## config.mk

```make
export PLATFORM = sky130hd
export DESIGN_NAME = afectl_top
export DESIGN_NICKNAME = d
export VERILOG_FILES = /design/src/afectl_pkg.sv /design/src/afectl_if.sv /design/src/afectl_top.sv /design/src/afectl_bbm.sv
export VERILOG_INCLUDE_DIRS = /design/src
export SDC_FILE = /design/constraint.sdc
export NUM_CORES = 1
export LEC_CHECK = 0
export BUFFER_PORTS_ARGS = -buffer_cell sky130_fd_sc_hd__buf_2
export CAP_MARGIN = 0
export CORE_MARGIN = 5
export CORE_UTILIZATION = 50
export CTS_CLUSTER_SIZE = 28
export DETAILED_ROUTE_END_ITERATION = 6
export PLACE_DENSITY = 0.73
export SYNTH_ARGS = -nofsm -noshare
export SYNTH_HDL_FRONTEND = slang
export SYNTH_SLANG_ARGS = --single-unit
```

## constraint.sdc

```tcl
create_clock -name mclk -period 2.8 [get_ports mclk]
set_clock_uncertainty 0.1 [all_clocks]
set_input_delay 0 -clock mclk [delete_from_list [all_inputs] [get_ports mclk]]
set_output_delay 0 -clock mclk [all_outputs]
set_load 0.05 [all_outputs]
```

## src/afectl_params.svh

```systemverilog
`ifndef AFECTL_PARAMS_SVH
`define AFECTL_PARAMS_SVH

// register addresses
`define AFECTL_ADDR_STATUS   8'h01
`define AFECTL_ADDR_INMUX    8'h02
`define AFECTL_ADDR_GAIN     8'h03
`define AFECTL_ADDR_REFCTL   8'h05
`define AFECTL_ADDR_EXC1     8'h06

// reset values
`define AFECTL_RST_INMUX     8'h01
`define AFECTL_RST_GAIN      8'h00
`define AFECTL_RST_REFCTL    8'h00
`define AFECTL_RST_EXC1      8'h00

// input mux fields
`define AFECTL_POS_MSB       7
`define AFECTL_POS_LSB       4
`define AFECTL_NEG_MSB       3
`define AFECTL_NEG_LSB       0

// gain register fields
`define AFECTL_EN_MSB        4
`define AFECTL_EN_LSB        3
`define AFECTL_GAIN_MSB      2
`define AFECTL_GAIN_LSB      0
`define AFECTL_GAIN_X32      3'h5
`define AFECTL_EN_OFF        2'h0
`define AFECTL_EN_ON         2'h1

// reference control fields
`define AFECTL_REF_SOURCE_SEL_MSB    3
`define AFECTL_REF_SOURCE_SEL_LSB    2
`define AFECTL_REF_EXT0      2'h0
`define AFECTL_REF_EXT1      2'h1
`define AFECTL_REF_INT       2'h2

// excitation current 1 fields
`define AFECTL_RAIL_EN_BIT   7

// status bit positions
`define AFECTL_ST_PHI        5
`define AFECTL_ST_PLO        4
`define AFECTL_ST_NHI        3
`define AFECTL_ST_NLO        2
`define AFECTL_ST_REF1       1
`define AFECTL_ST_REF0       0

// break-before-make hold, in system clock periods
`define AFECTL_BBM_TCLK      2
`define AFECTL_BBM_CYCLES    (`AFECTL_BBM_TCLK)

`endif

```

## src/afectl_pkg.sv

```systemverilog
package afectl_pkg;

    // break-before-make sequencer states, gray along idle-break-make
    typedef enum logic [1:0] {
        AFECTL_IDLE  = 2'b00,
        AFECTL_BREAK = 2'b01,
        AFECTL_MAKE  = 2'b11
    } afectl_state_t;

    // system monitor selections routed through the input mux
    typedef enum logic [2:0] {
        AFECTL_MON_NONE    = 3'h0,
        AFECTL_MON_OFFSET  = 3'h1,
        AFECTL_MON_TEMP    = 3'h2,
        AFECTL_MON_AVDD4   = 3'h3,
        AFECTL_MON_DVDD4   = 3'h4,
        AFECTL_MON_BURNOUT = 3'h5
    } afectl_mon_t;

endpackage

```

## src/afectl_if.sv

```systemverilog
`timescale 1ns/1ps
interface afectl_if;
    logic [3:0] pos_req;    // requested positive channel
    logic [3:0] neg_req;    // requested negative channel
    logic [3:0] pos_route;  // connected positive channel
    logic [3:0] neg_route;  // connected negative channel
    logic       mid_short;  // inputs held at mid-supply

    modport ctrl (output pos_req, output neg_req, input pos_route, input neg_route, input mid_short);
    modport seq  (input pos_req, input neg_req, output pos_route, output neg_route, output mid_short);
endinterface

```

## src/afectl_top.sv

```systemverilog
// Function
// each amp input picks any channel
// common input selectable like any channel
// offset, temperature, supply, burnout monitor routes
// channel change: mid-supply two clocks first
// three-bit gain, one to 128
// enable 00 bypass off, 01 on
// host never writes enable 10 or 11
// gains 64/128: analog 32 plus digital
// four rail flags in status register
// rail detection only when enable bit set
// host bypasses only at gain one
// host bypasses for low-supply single-ended
// reference select field, reset external zero
// reference monitor flags during conversion
// select value 10 means internal reference
// rail flags low while detection disabled
`timescale 1ns/1ps
`include "afectl_params.svh"
module afectl_top
    import afectl_pkg::*;
(
    input  wire logic       mclk,          // system clock
    input  wire logic       rstn,          // sync reset, active low
    input  wire logic       reg_wr,        // register write strobe
    input  wire logic       reg_rd,        // register read strobe
    input  wire logic [7:0] reg_addr,      // register address
    input  wire logic [7:0] reg_wdata,     // write data
    output logic      [7:0] reg_rdata,     // read data, two cycles after strobe
    output logic            reg_rvalid,    // read data valid pulse
    input  wire logic [2:0] monitor_sel,   // system monitor select
    input  wire logic [3:0] rail_cmp,      // rail comparators: phi, plo, nhi, nlo
    input  wire logic [1:0] ref_low_cmp,   // reference low comparators, level 1..0
    input  wire logic       conv_active,   // conversion in progress
    input  wire logic       conv_start,    // conversion start pulse
    output logic      [3:0] pos_route,     // positive input channel, 12 = common
    output logic      [3:0] neg_route,     // negative input channel, 12 = common
    output logic            mid_short,     // both inputs tied to mid-supply
    output logic            mon_temp,      // temperature sensor routed
    output logic            mon_avdd4,     // analog supply over four routed
    output logic            mon_dvdd4,     // digital supply over four routed
    output logic            burnout_en,    // burnout current sources on
    output logic            amp_power,     // amplifier powered
    output logic            amp_bypass,    // amplifier bypassed
    output logic      [2:0] amp_gain,      // analog gain code, up to x32 while amp is powered
    output logic      [1:0] dig_shift,     // digital scale shift
    output logic      [1:0] ref_route,     // reference source driven to modulator
    output logic            rail_det_on    // rail detection circuit enabled
);

    logic [7:0] inmux_r, inmux_nxt;    // input channel select
    logic [7:0] gain_r, gain_nxt;      // amplifier gain setting
    logic [7:0] refctl_r, refctl_nxt;  // reference control
    logic [7:0] exc1_r, exc1_nxt;      // excitation current one
    logic [3:0] rail_r, rail_nxt;      // rail flags
    logic [1:0] refl_r, refl_nxt;      // reference low flags
    logic [7:0] rdata_r, rdata_nxt;    // read data
    logic       rvalid_r, rvalid_nxt;  // read valid
    logic [7:0] status;                // assembled status byte

    afectl_if mux ();

    // channel codes pass straight to the sequencer; code 12 is the common input
    assign mux.pos_req = inmux_r[`AFECTL_POS_MSB:`AFECTL_POS_LSB];
    assign mux.neg_req = inmux_r[`AFECTL_NEG_MSB:`AFECTL_NEG_LSB];

    afectl_bbm afectl_bbm_inst (
        .mclk (mclk),
        .rstn (rstn),
        .mux  (mux)
    );

    // status byte, reserved bits zero
    always_comb begin
        status                   = 8'h00;
        status[`AFECTL_ST_PHI]   = rail_r[3];
        status[`AFECTL_ST_PLO]   = rail_r[2];
        status[`AFECTL_ST_NHI]   = rail_r[1];
        status[`AFECTL_ST_NLO]   = rail_r[0];
        status[`AFECTL_ST_REF1]  = refl_r[1];
        status[`AFECTL_ST_REF0]  = refl_r[0];
    end

    // register writes and reads
    always_comb begin
        inmux_nxt  = inmux_r;
        gain_nxt   = gain_r;
        refctl_nxt = refctl_r;
        exc1_nxt   = exc1_r;
        rdata_nxt  = rdata_r;
        rvalid_nxt = 1'b0;
        if (reg_wr) begin
            // enable codes 10/11 are stored as written; the host must not use them
            if (reg_addr == `AFECTL_ADDR_INMUX) begin
                inmux_nxt = reg_wdata;
            end else if (reg_addr == `AFECTL_ADDR_GAIN) begin
                gain_nxt = reg_wdata;
            end else if (reg_addr == `AFECTL_ADDR_REFCTL) begin
                refctl_nxt = reg_wdata;
            end else if (reg_addr == `AFECTL_ADDR_EXC1) begin
                exc1_nxt = reg_wdata;
            end
        end
        if (reg_rd) begin
            rvalid_nxt = 1'b1;
            if (reg_addr == `AFECTL_ADDR_STATUS) begin
                rdata_nxt = status;
            end else if (reg_addr == `AFECTL_ADDR_INMUX) begin
                rdata_nxt = inmux_r;
            end else if (reg_addr == `AFECTL_ADDR_GAIN) begin
                rdata_nxt = gain_r;
            end else if (reg_addr == `AFECTL_ADDR_REFCTL) begin
                rdata_nxt = refctl_r;
            end else if (reg_addr == `AFECTL_ADDR_EXC1) begin
                rdata_nxt = exc1_r;
            end else begin
                rdata_nxt = 8'h00;  // unmapped reads zero
            end
        end
    end

    // monitor flags
    always_comb begin
        // rail flags follow comparators only while detection is on
        if (exc1_r[`AFECTL_RAIL_EN_BIT]) begin
            rail_nxt = rail_cmp;
        end else begin
            rail_nxt = 4'h0;
        end
        // reference flags are sticky within a conversion; a low seen in the
        // same cycle as the start still sets the flag
        refl_nxt = refl_r;
        if (conv_start) begin
            refl_nxt = 2'h0;
        end
        if (conv_active || conv_start) begin
            refl_nxt = refl_nxt | ref_low_cmp;
        end
    end

    // register stage for configuration, flags and read port
    always_ff @(posedge mclk) begin
        if (!rstn) begin
            inmux_r  <= `AFECTL_RST_INMUX;
            gain_r   <= `AFECTL_RST_GAIN;
            refctl_r <= `AFECTL_RST_REFCTL;
            exc1_r   <= `AFECTL_RST_EXC1;
            rail_r   <= 4'h0;
            refl_r   <= 2'h0;
            rdata_r  <= 8'h00;
            rvalid_r <= 1'b0;
        end else begin
            inmux_r  <= inmux_nxt;
            gain_r   <= gain_nxt;
            refctl_r <= refctl_nxt;
            exc1_r   <= exc1_nxt;
            rail_r   <= rail_nxt;
            refl_r   <= refl_nxt;
            rdata_r  <= rdata_nxt;
            rvalid_r <= rvalid_nxt;
        end
    end

    // analog control outputs, all registered
    logic [2:0] gsel;      // programmed gain code
    logic [1:0] ensel;     // programmed enable code
    logic [1:0] rsel;      // programmed reference select
    logic [2:0] mon;       // monitor select
    assign gsel  = gain_r[`AFECTL_GAIN_MSB:`AFECTL_GAIN_LSB];
    assign ensel = gain_r[`AFECTL_EN_MSB:`AFECTL_EN_LSB];
    assign rsel  = refctl_r[`AFECTL_REF_SOURCE_SEL_MSB:`AFECTL_REF_SOURCE_SEL_LSB];
    assign mon   = monitor_sel;

    always_ff @(posedge mclk) begin
        if (!rstn) begin
            pos_route   <= 4'h0;
            neg_route   <= 4'h1;
            mid_short   <= 1'b0;
            mon_temp    <= 1'b0;
            mon_avdd4   <= 1'b0;
            mon_dvdd4   <= 1'b0;
            burnout_en  <= 1'b0;
            amp_power   <= 1'b0;
            amp_bypass  <= 1'b1;
            amp_gain    <= 3'h0;
            dig_shift   <= 2'h0;
            ref_route   <= `AFECTL_REF_EXT0;
            rail_det_on <= 1'b0;
            reg_rdata   <= 8'h00;
            reg_rvalid  <= 1'b0;
        end else begin
            pos_route   <= mux.pos_route;
            neg_route   <= mux.neg_route;
            mid_short   <= mux.mid_short || (mon == AFECTL_MON_OFFSET);
            mon_temp    <= (mon == AFECTL_MON_TEMP);
            mon_avdd4   <= (mon == AFECTL_MON_AVDD4);
            mon_dvdd4   <= (mon == AFECTL_MON_DVDD4);
            burnout_en  <= (mon == AFECTL_MON_BURNOUT);
            // reserved enable codes fall back to the powered-on decode
            amp_power   <= (ensel != `AFECTL_EN_OFF);
            amp_bypass  <= (ensel == `AFECTL_EN_OFF);
            if ((ensel != `AFECTL_EN_OFF) && (gsel > `AFECTL_GAIN_X32)) begin
                amp_gain  <= `AFECTL_GAIN_X32;
                dig_shift <= 2'(gsel - `AFECTL_GAIN_X32);
            end else begin
                amp_gain  <= gsel;
                dig_shift <= 2'h0;
            end
            // select 11 is unused and falls back to external pair zero
            if (rsel == `AFECTL_REF_INT) begin
                ref_route <= `AFECTL_REF_INT;
            end else if (rsel == `AFECTL_REF_EXT1) begin
                ref_route <= `AFECTL_REF_EXT1;
            end else begin
                ref_route <= `AFECTL_REF_EXT0;
            end
            rail_det_on <= exc1_r[`AFECTL_RAIL_EN_BIT];
            reg_rdata   <= rdata_r;
            reg_rvalid  <= rvalid_r;
        end
    end

endmodule

```

## src/afectl_bbm.sv

```systemverilog
`timescale 1ns/1ps
`include "afectl_params.svh"
module afectl_bbm
    import afectl_pkg::*;
(
    input  wire logic mclk,  // system clock
    input  wire logic rstn,  // sync reset, active low
    afectl_if.seq     mux    // channel request and route
);

    afectl_state_t state_r, state_nxt;  // sequencer state
    logic [1:0]    cnt_r, cnt_nxt;      // break hold counter
    logic [3:0]    pos_r, pos_nxt;      // connected positive channel
    logic [3:0]    neg_r, neg_nxt;      // connected negative channel
    logic          mid_r, mid_nxt;      // mid-supply short

    // next state: any change of request breaks, holds, then makes
    always_comb begin
        state_nxt = state_r;
        cnt_nxt   = cnt_r;
        pos_nxt   = pos_r;
        neg_nxt   = neg_r;
        mid_nxt   = mid_r;
        case (state_r)
            AFECTL_IDLE: begin
                if ((mux.pos_req != pos_r) || (mux.neg_req != neg_r)) begin
                    state_nxt = AFECTL_BREAK;
                    mid_nxt   = 1'b1;
                    cnt_nxt   = 2'(`AFECTL_BBM_CYCLES - 1);
                end
            end
            AFECTL_BREAK: begin
                // a request changing mid-break is picked up at make time
                if (cnt_r == 2'h0) begin
                    state_nxt = AFECTL_MAKE;
                    pos_nxt   = mux.pos_req;
                    neg_nxt   = mux.neg_req;
                    mid_nxt   = 1'b0;
                end else begin
                    cnt_nxt = cnt_r - 2'h1;
                end
            end
            AFECTL_MAKE: begin
                state_nxt = AFECTL_IDLE;
            end
            default: begin
                state_nxt = AFECTL_IDLE;
            end
        endcase
    end

    // register stage
    always_ff @(posedge mclk) begin
        if (!rstn) begin
            state_r <= AFECTL_IDLE;
            cnt_r   <= 2'h0;
            pos_r   <= 4'h0;
            neg_r   <= 4'h1;
            mid_r   <= 1'b0;
        end else begin
            state_r <= state_nxt;
            cnt_r   <= cnt_nxt;
            pos_r   <= pos_nxt;
            neg_r   <= neg_nxt;
            mid_r   <= mid_nxt;
        end
    end

    assign mux.pos_route = pos_r;
    assign mux.neg_route = neg_r;
    assign mux.mid_short = mid_r;

endmodule

```

==> results.txt <==
----------------------------------------------------
[Run status]
  Result of the run ... complete, no violations

[Timing]
  Number of pins exceeding their max-slew limit in the final report ... 0
  Transition time at the pin with the least slew margin ... 1016 ps
  Total count of hold-check failures in the final report ... 0
  Maximum clock frequency ... 525.6 MHz
  Normalized max-slew margin ... 30.51%
  Total of endpoints with negative setup slack in the final report ... 0
  Setup Total Neg Slack ... 0 ps
  Minimum clock period ... 1903 ps
  Setup repair after global routing missed its margin ... false
  Final critical-path share of the clock period ... 67.95%

[Cells and area]
  Most frequent standard cell in the layout excluding fill and tap cells ... dfxtp_1
  Final cell count without fillers ... 509
  Share of cells above drive strength 1 ... 20.75%
  Filler Cells Inserted ... 566
  Total number of nets in the final design ... 457
  Final non-filler cell area ... 4158 µm²
  Highest-count cells in the layout ignoring fill and taps ... dfxtp_1 (92), buf_2 (62), o21ai_0 (37), nand3_1 (30), dlygate4sd3_1 (25)
  Area added between synthesis and finish ... 23.39%
  # diodes ... 0

[GRT]
  Gr ovfl total ... 0
  GRT Resource Usage Total ... 18.14%
  Number of antenna violations at the first check in global routing ... 0
  Global-route wire length before repair ... 12,290 µm
  Maximum number of pins on one net before global-route repair ... 80
  Via count of the first global-routing pass ... 2,497

[Worst setup path]
  Data arrival time of the critical path ... 2090 ps
  Setup crit start kind ... register
  Crit path kind ... reg2reg
  Critical Path RT ... 2980 ps
  Critical-path maximum fanout ... 4
  Critical Path End Type ... register

[Power and ir drop]
  Portion of total power attributed to sequential cells ... 50.9%
  PD cells ... 702.8 nW/µm²
  Net switching share of the total power ... 29.57%
  NetSw ... 864.1 µW
  Pint ... 2058 µW
  Power share of the clock group ... 30.1%
  Combinational share of power ... 19.0%
  Static leakage power ... 0.001785 µW
  Peak supply drop ... 535.8 µV

[Logic synthesis]
  Sequential-to-total area share from yosys stat ... 54.66%
  Average instance area after synthesis ... 9.852 µm²
  Post-synth top area share ... 54.66%
  Net count after synthesis ... 375
  Synthesized cell area ... 3369 µm²
  Dominant combinational cell family by area after synthesis ... simple AND/OR/NAND/NOR gates
  Area fraction in compound gates after synthesis ... 18.08%
  Multiplexer area fraction after synthesis ... 0.6313%
  Parity-gate share of the synthesized area counting xor and xnor cells ... 2.079%
  Simple-Gate Fraction of Synth Area ... 20.24%
  FF+latch count, synth ... 92
  Cell count after synthesis ... 342
  EDFF count, synth ... 0
  Post-synth ARST share ... 0%
  Area leader, netlist ... dfxtp_1
  Ys Warns ... 0
  Cell variety after synth ... 47
  Synthesized-area fraction occupied by adder cells ... 0.7427%
  Cell types occupying the most area after synthesis ... dfxtp_1 (55%), o21ai_0 (5.5%), nand3_1 (4.5%)
  Main synth FF type ... dfxtp_1

[Flow run]
  Number of max-cap violations ... 0

[Die]
  Number of cell rows ... 30
  Starting utilization of the core area ... 50.43%
  Number of top-level design ports ... 63
  Placeable core region ... 6681 µm²
  Die width ... 92.09 µm
  Die Area ... 8481 µm²
  Die Span Y ... 92.09 µm

[Routing]
  Total routed wirelength ... 7499 µm
  Metal1 wirelength ... 3539 µm
  Highest routed metal layer ... met4
  Detailed-router iteration count before antenna repair ... 4
  WL per Instance ... 14.73 µm
  Remaining number of nets flagged by the antenna check after routing ... 0
  Drt via density ... 5.369
  Routed wire length on met3 ... 436 µm
  Routed via count ... 2,733
  Initial DRC Count ... 200
  # DRC ... 0
  Length of routed met2 wiring ... 3348 µm

[Clocking]
  CTS Root Buffer Type ... clkbuf_8
  Clock Sink Count ... 92
  Clock latency at the later pin of the worst-skew pair ... 350 ps
  Number of buffers created by CTS ... 9
  Deepest level of the CTS H-tree ... 3
  Clock transition at the registers of the reported paths ... 90 ps
  TritonCTS clock tree ... done
  Bufs on Longest Clock Path ... 2

[Placed design]
  Placed Cells ... 468
  Final GP Congestion ... 0.8284
  Total placed instance area ... 3709 µm²
  Post-DP HPWL ... 5110 µm
  Number of buffers added on ports ... 62

[Min path]
  Type of the worst min-delay path ... in2reg

----------------------------------------------------
## what timing repair did
action                    CTS  global route
hold endpoints to repair   46             0
resized for setup           0             0
hold buffers               25             0
buffers inserted            0             0
## power groups by stage
stage | logic, µW | registers, µW | clock network (µW)
final | 555 | 1490 | 879
after global routing | 618 | 1500 | 938
after CTS | 554 | 1490 | 895
after detailed placement | 525 | 1520 | 0
after global placement | 514 | 1510 | 0
after floorplan | 292 | 1620 | 0
## metrics by stage
step	utilization (%)	setup WS, ps	total power (µW)	hold slack (ps)
after floorplan	-	1291	1914	-4.792
after global placement	55.51	1054	2029	141.7
after detailed placement	55.51	950.6	2043	147.6
after CTS	62.23	919.2	2936	29.27
after global routing	62.23	759.7	3057	76.53
final	62.23	897.5	2922	45.04
## cells by family after synthesis
logic type      count (synthesis)
compound gates                 93
xor+xnor                        8
fa+ha+maj                       2
buf+inv                        28
flops                          92
mux                             2
simple gates                  117
## synth_stat cells, types with 3 or more instances
master	count
o22ai_1	3
a221o_1	5
and2_1	19
buf_1	4
o21ai_1	8
a22o_1	5
a21oi_1	4
nand2b_1	8
o21ai_0	37
a22oi_1	7
xor2_1	8
o2bb2ai_1	5
nor2_1	12
clkbuf_1	5
o22a_1	7
nand2_1	18
a211oi_1	5
buf_2	6
nand3_1	30
dfxtp_1	92
and3_1	6
nor2b_1	9
inv_1	9
## final timing paths
kind,from,end,slack (ps),cells past startpoint
worst max-delay path,gain_r[1],dig_shift[1],900,4
worst min register to register,rvalid_r,reg_rvalid,340,1
worst max register to register,gain_r[1],dig_shift[1],900,4
worst min-delay path,reg_addr[0],gain_r[7],50,3
## registers in the layout, summed over array words and instances (netlist names), 3 cells and up
signal / count
exc1_r: 8
pos_route: 4
neg_route: 4
afectl_bbm_inst.mux.neg_route: 4
refctl_r: 8
inmux_r: 8
rdata_r: 8
reg_rdata: 8
afectl_bbm_inst.mux.pos_route: 4
gain_r: 8
amp_gain: 3
rail_r: 4
## critical path: stages, from the launching register on
cell	delay [ps]
dfxtp_1	360
inv_1	80
ha_1	180
a2111oi_0	840
and3_1	270
## per-layer routing
layer  vias up  track usage, %
met5         -               0
met4         0           8.663
met3        12           2.871
met2        93           27.43
met1      1243           25.24
li1       1385               -
## final cells by class
class	count	area [µm²]	area share, %
clock buffers	9	123.9	2.979
flip-flops and latches	92	1842	44.30
clock inverters	7	75.07	1.806
inverters	11	41.29	0.9931
well taps	80	100.1	2.407
multi-input cells	222	1408	33.85
repair buffers	88	568.0	13.66
No activity file was read; power rests on OpenSTA's default activity.
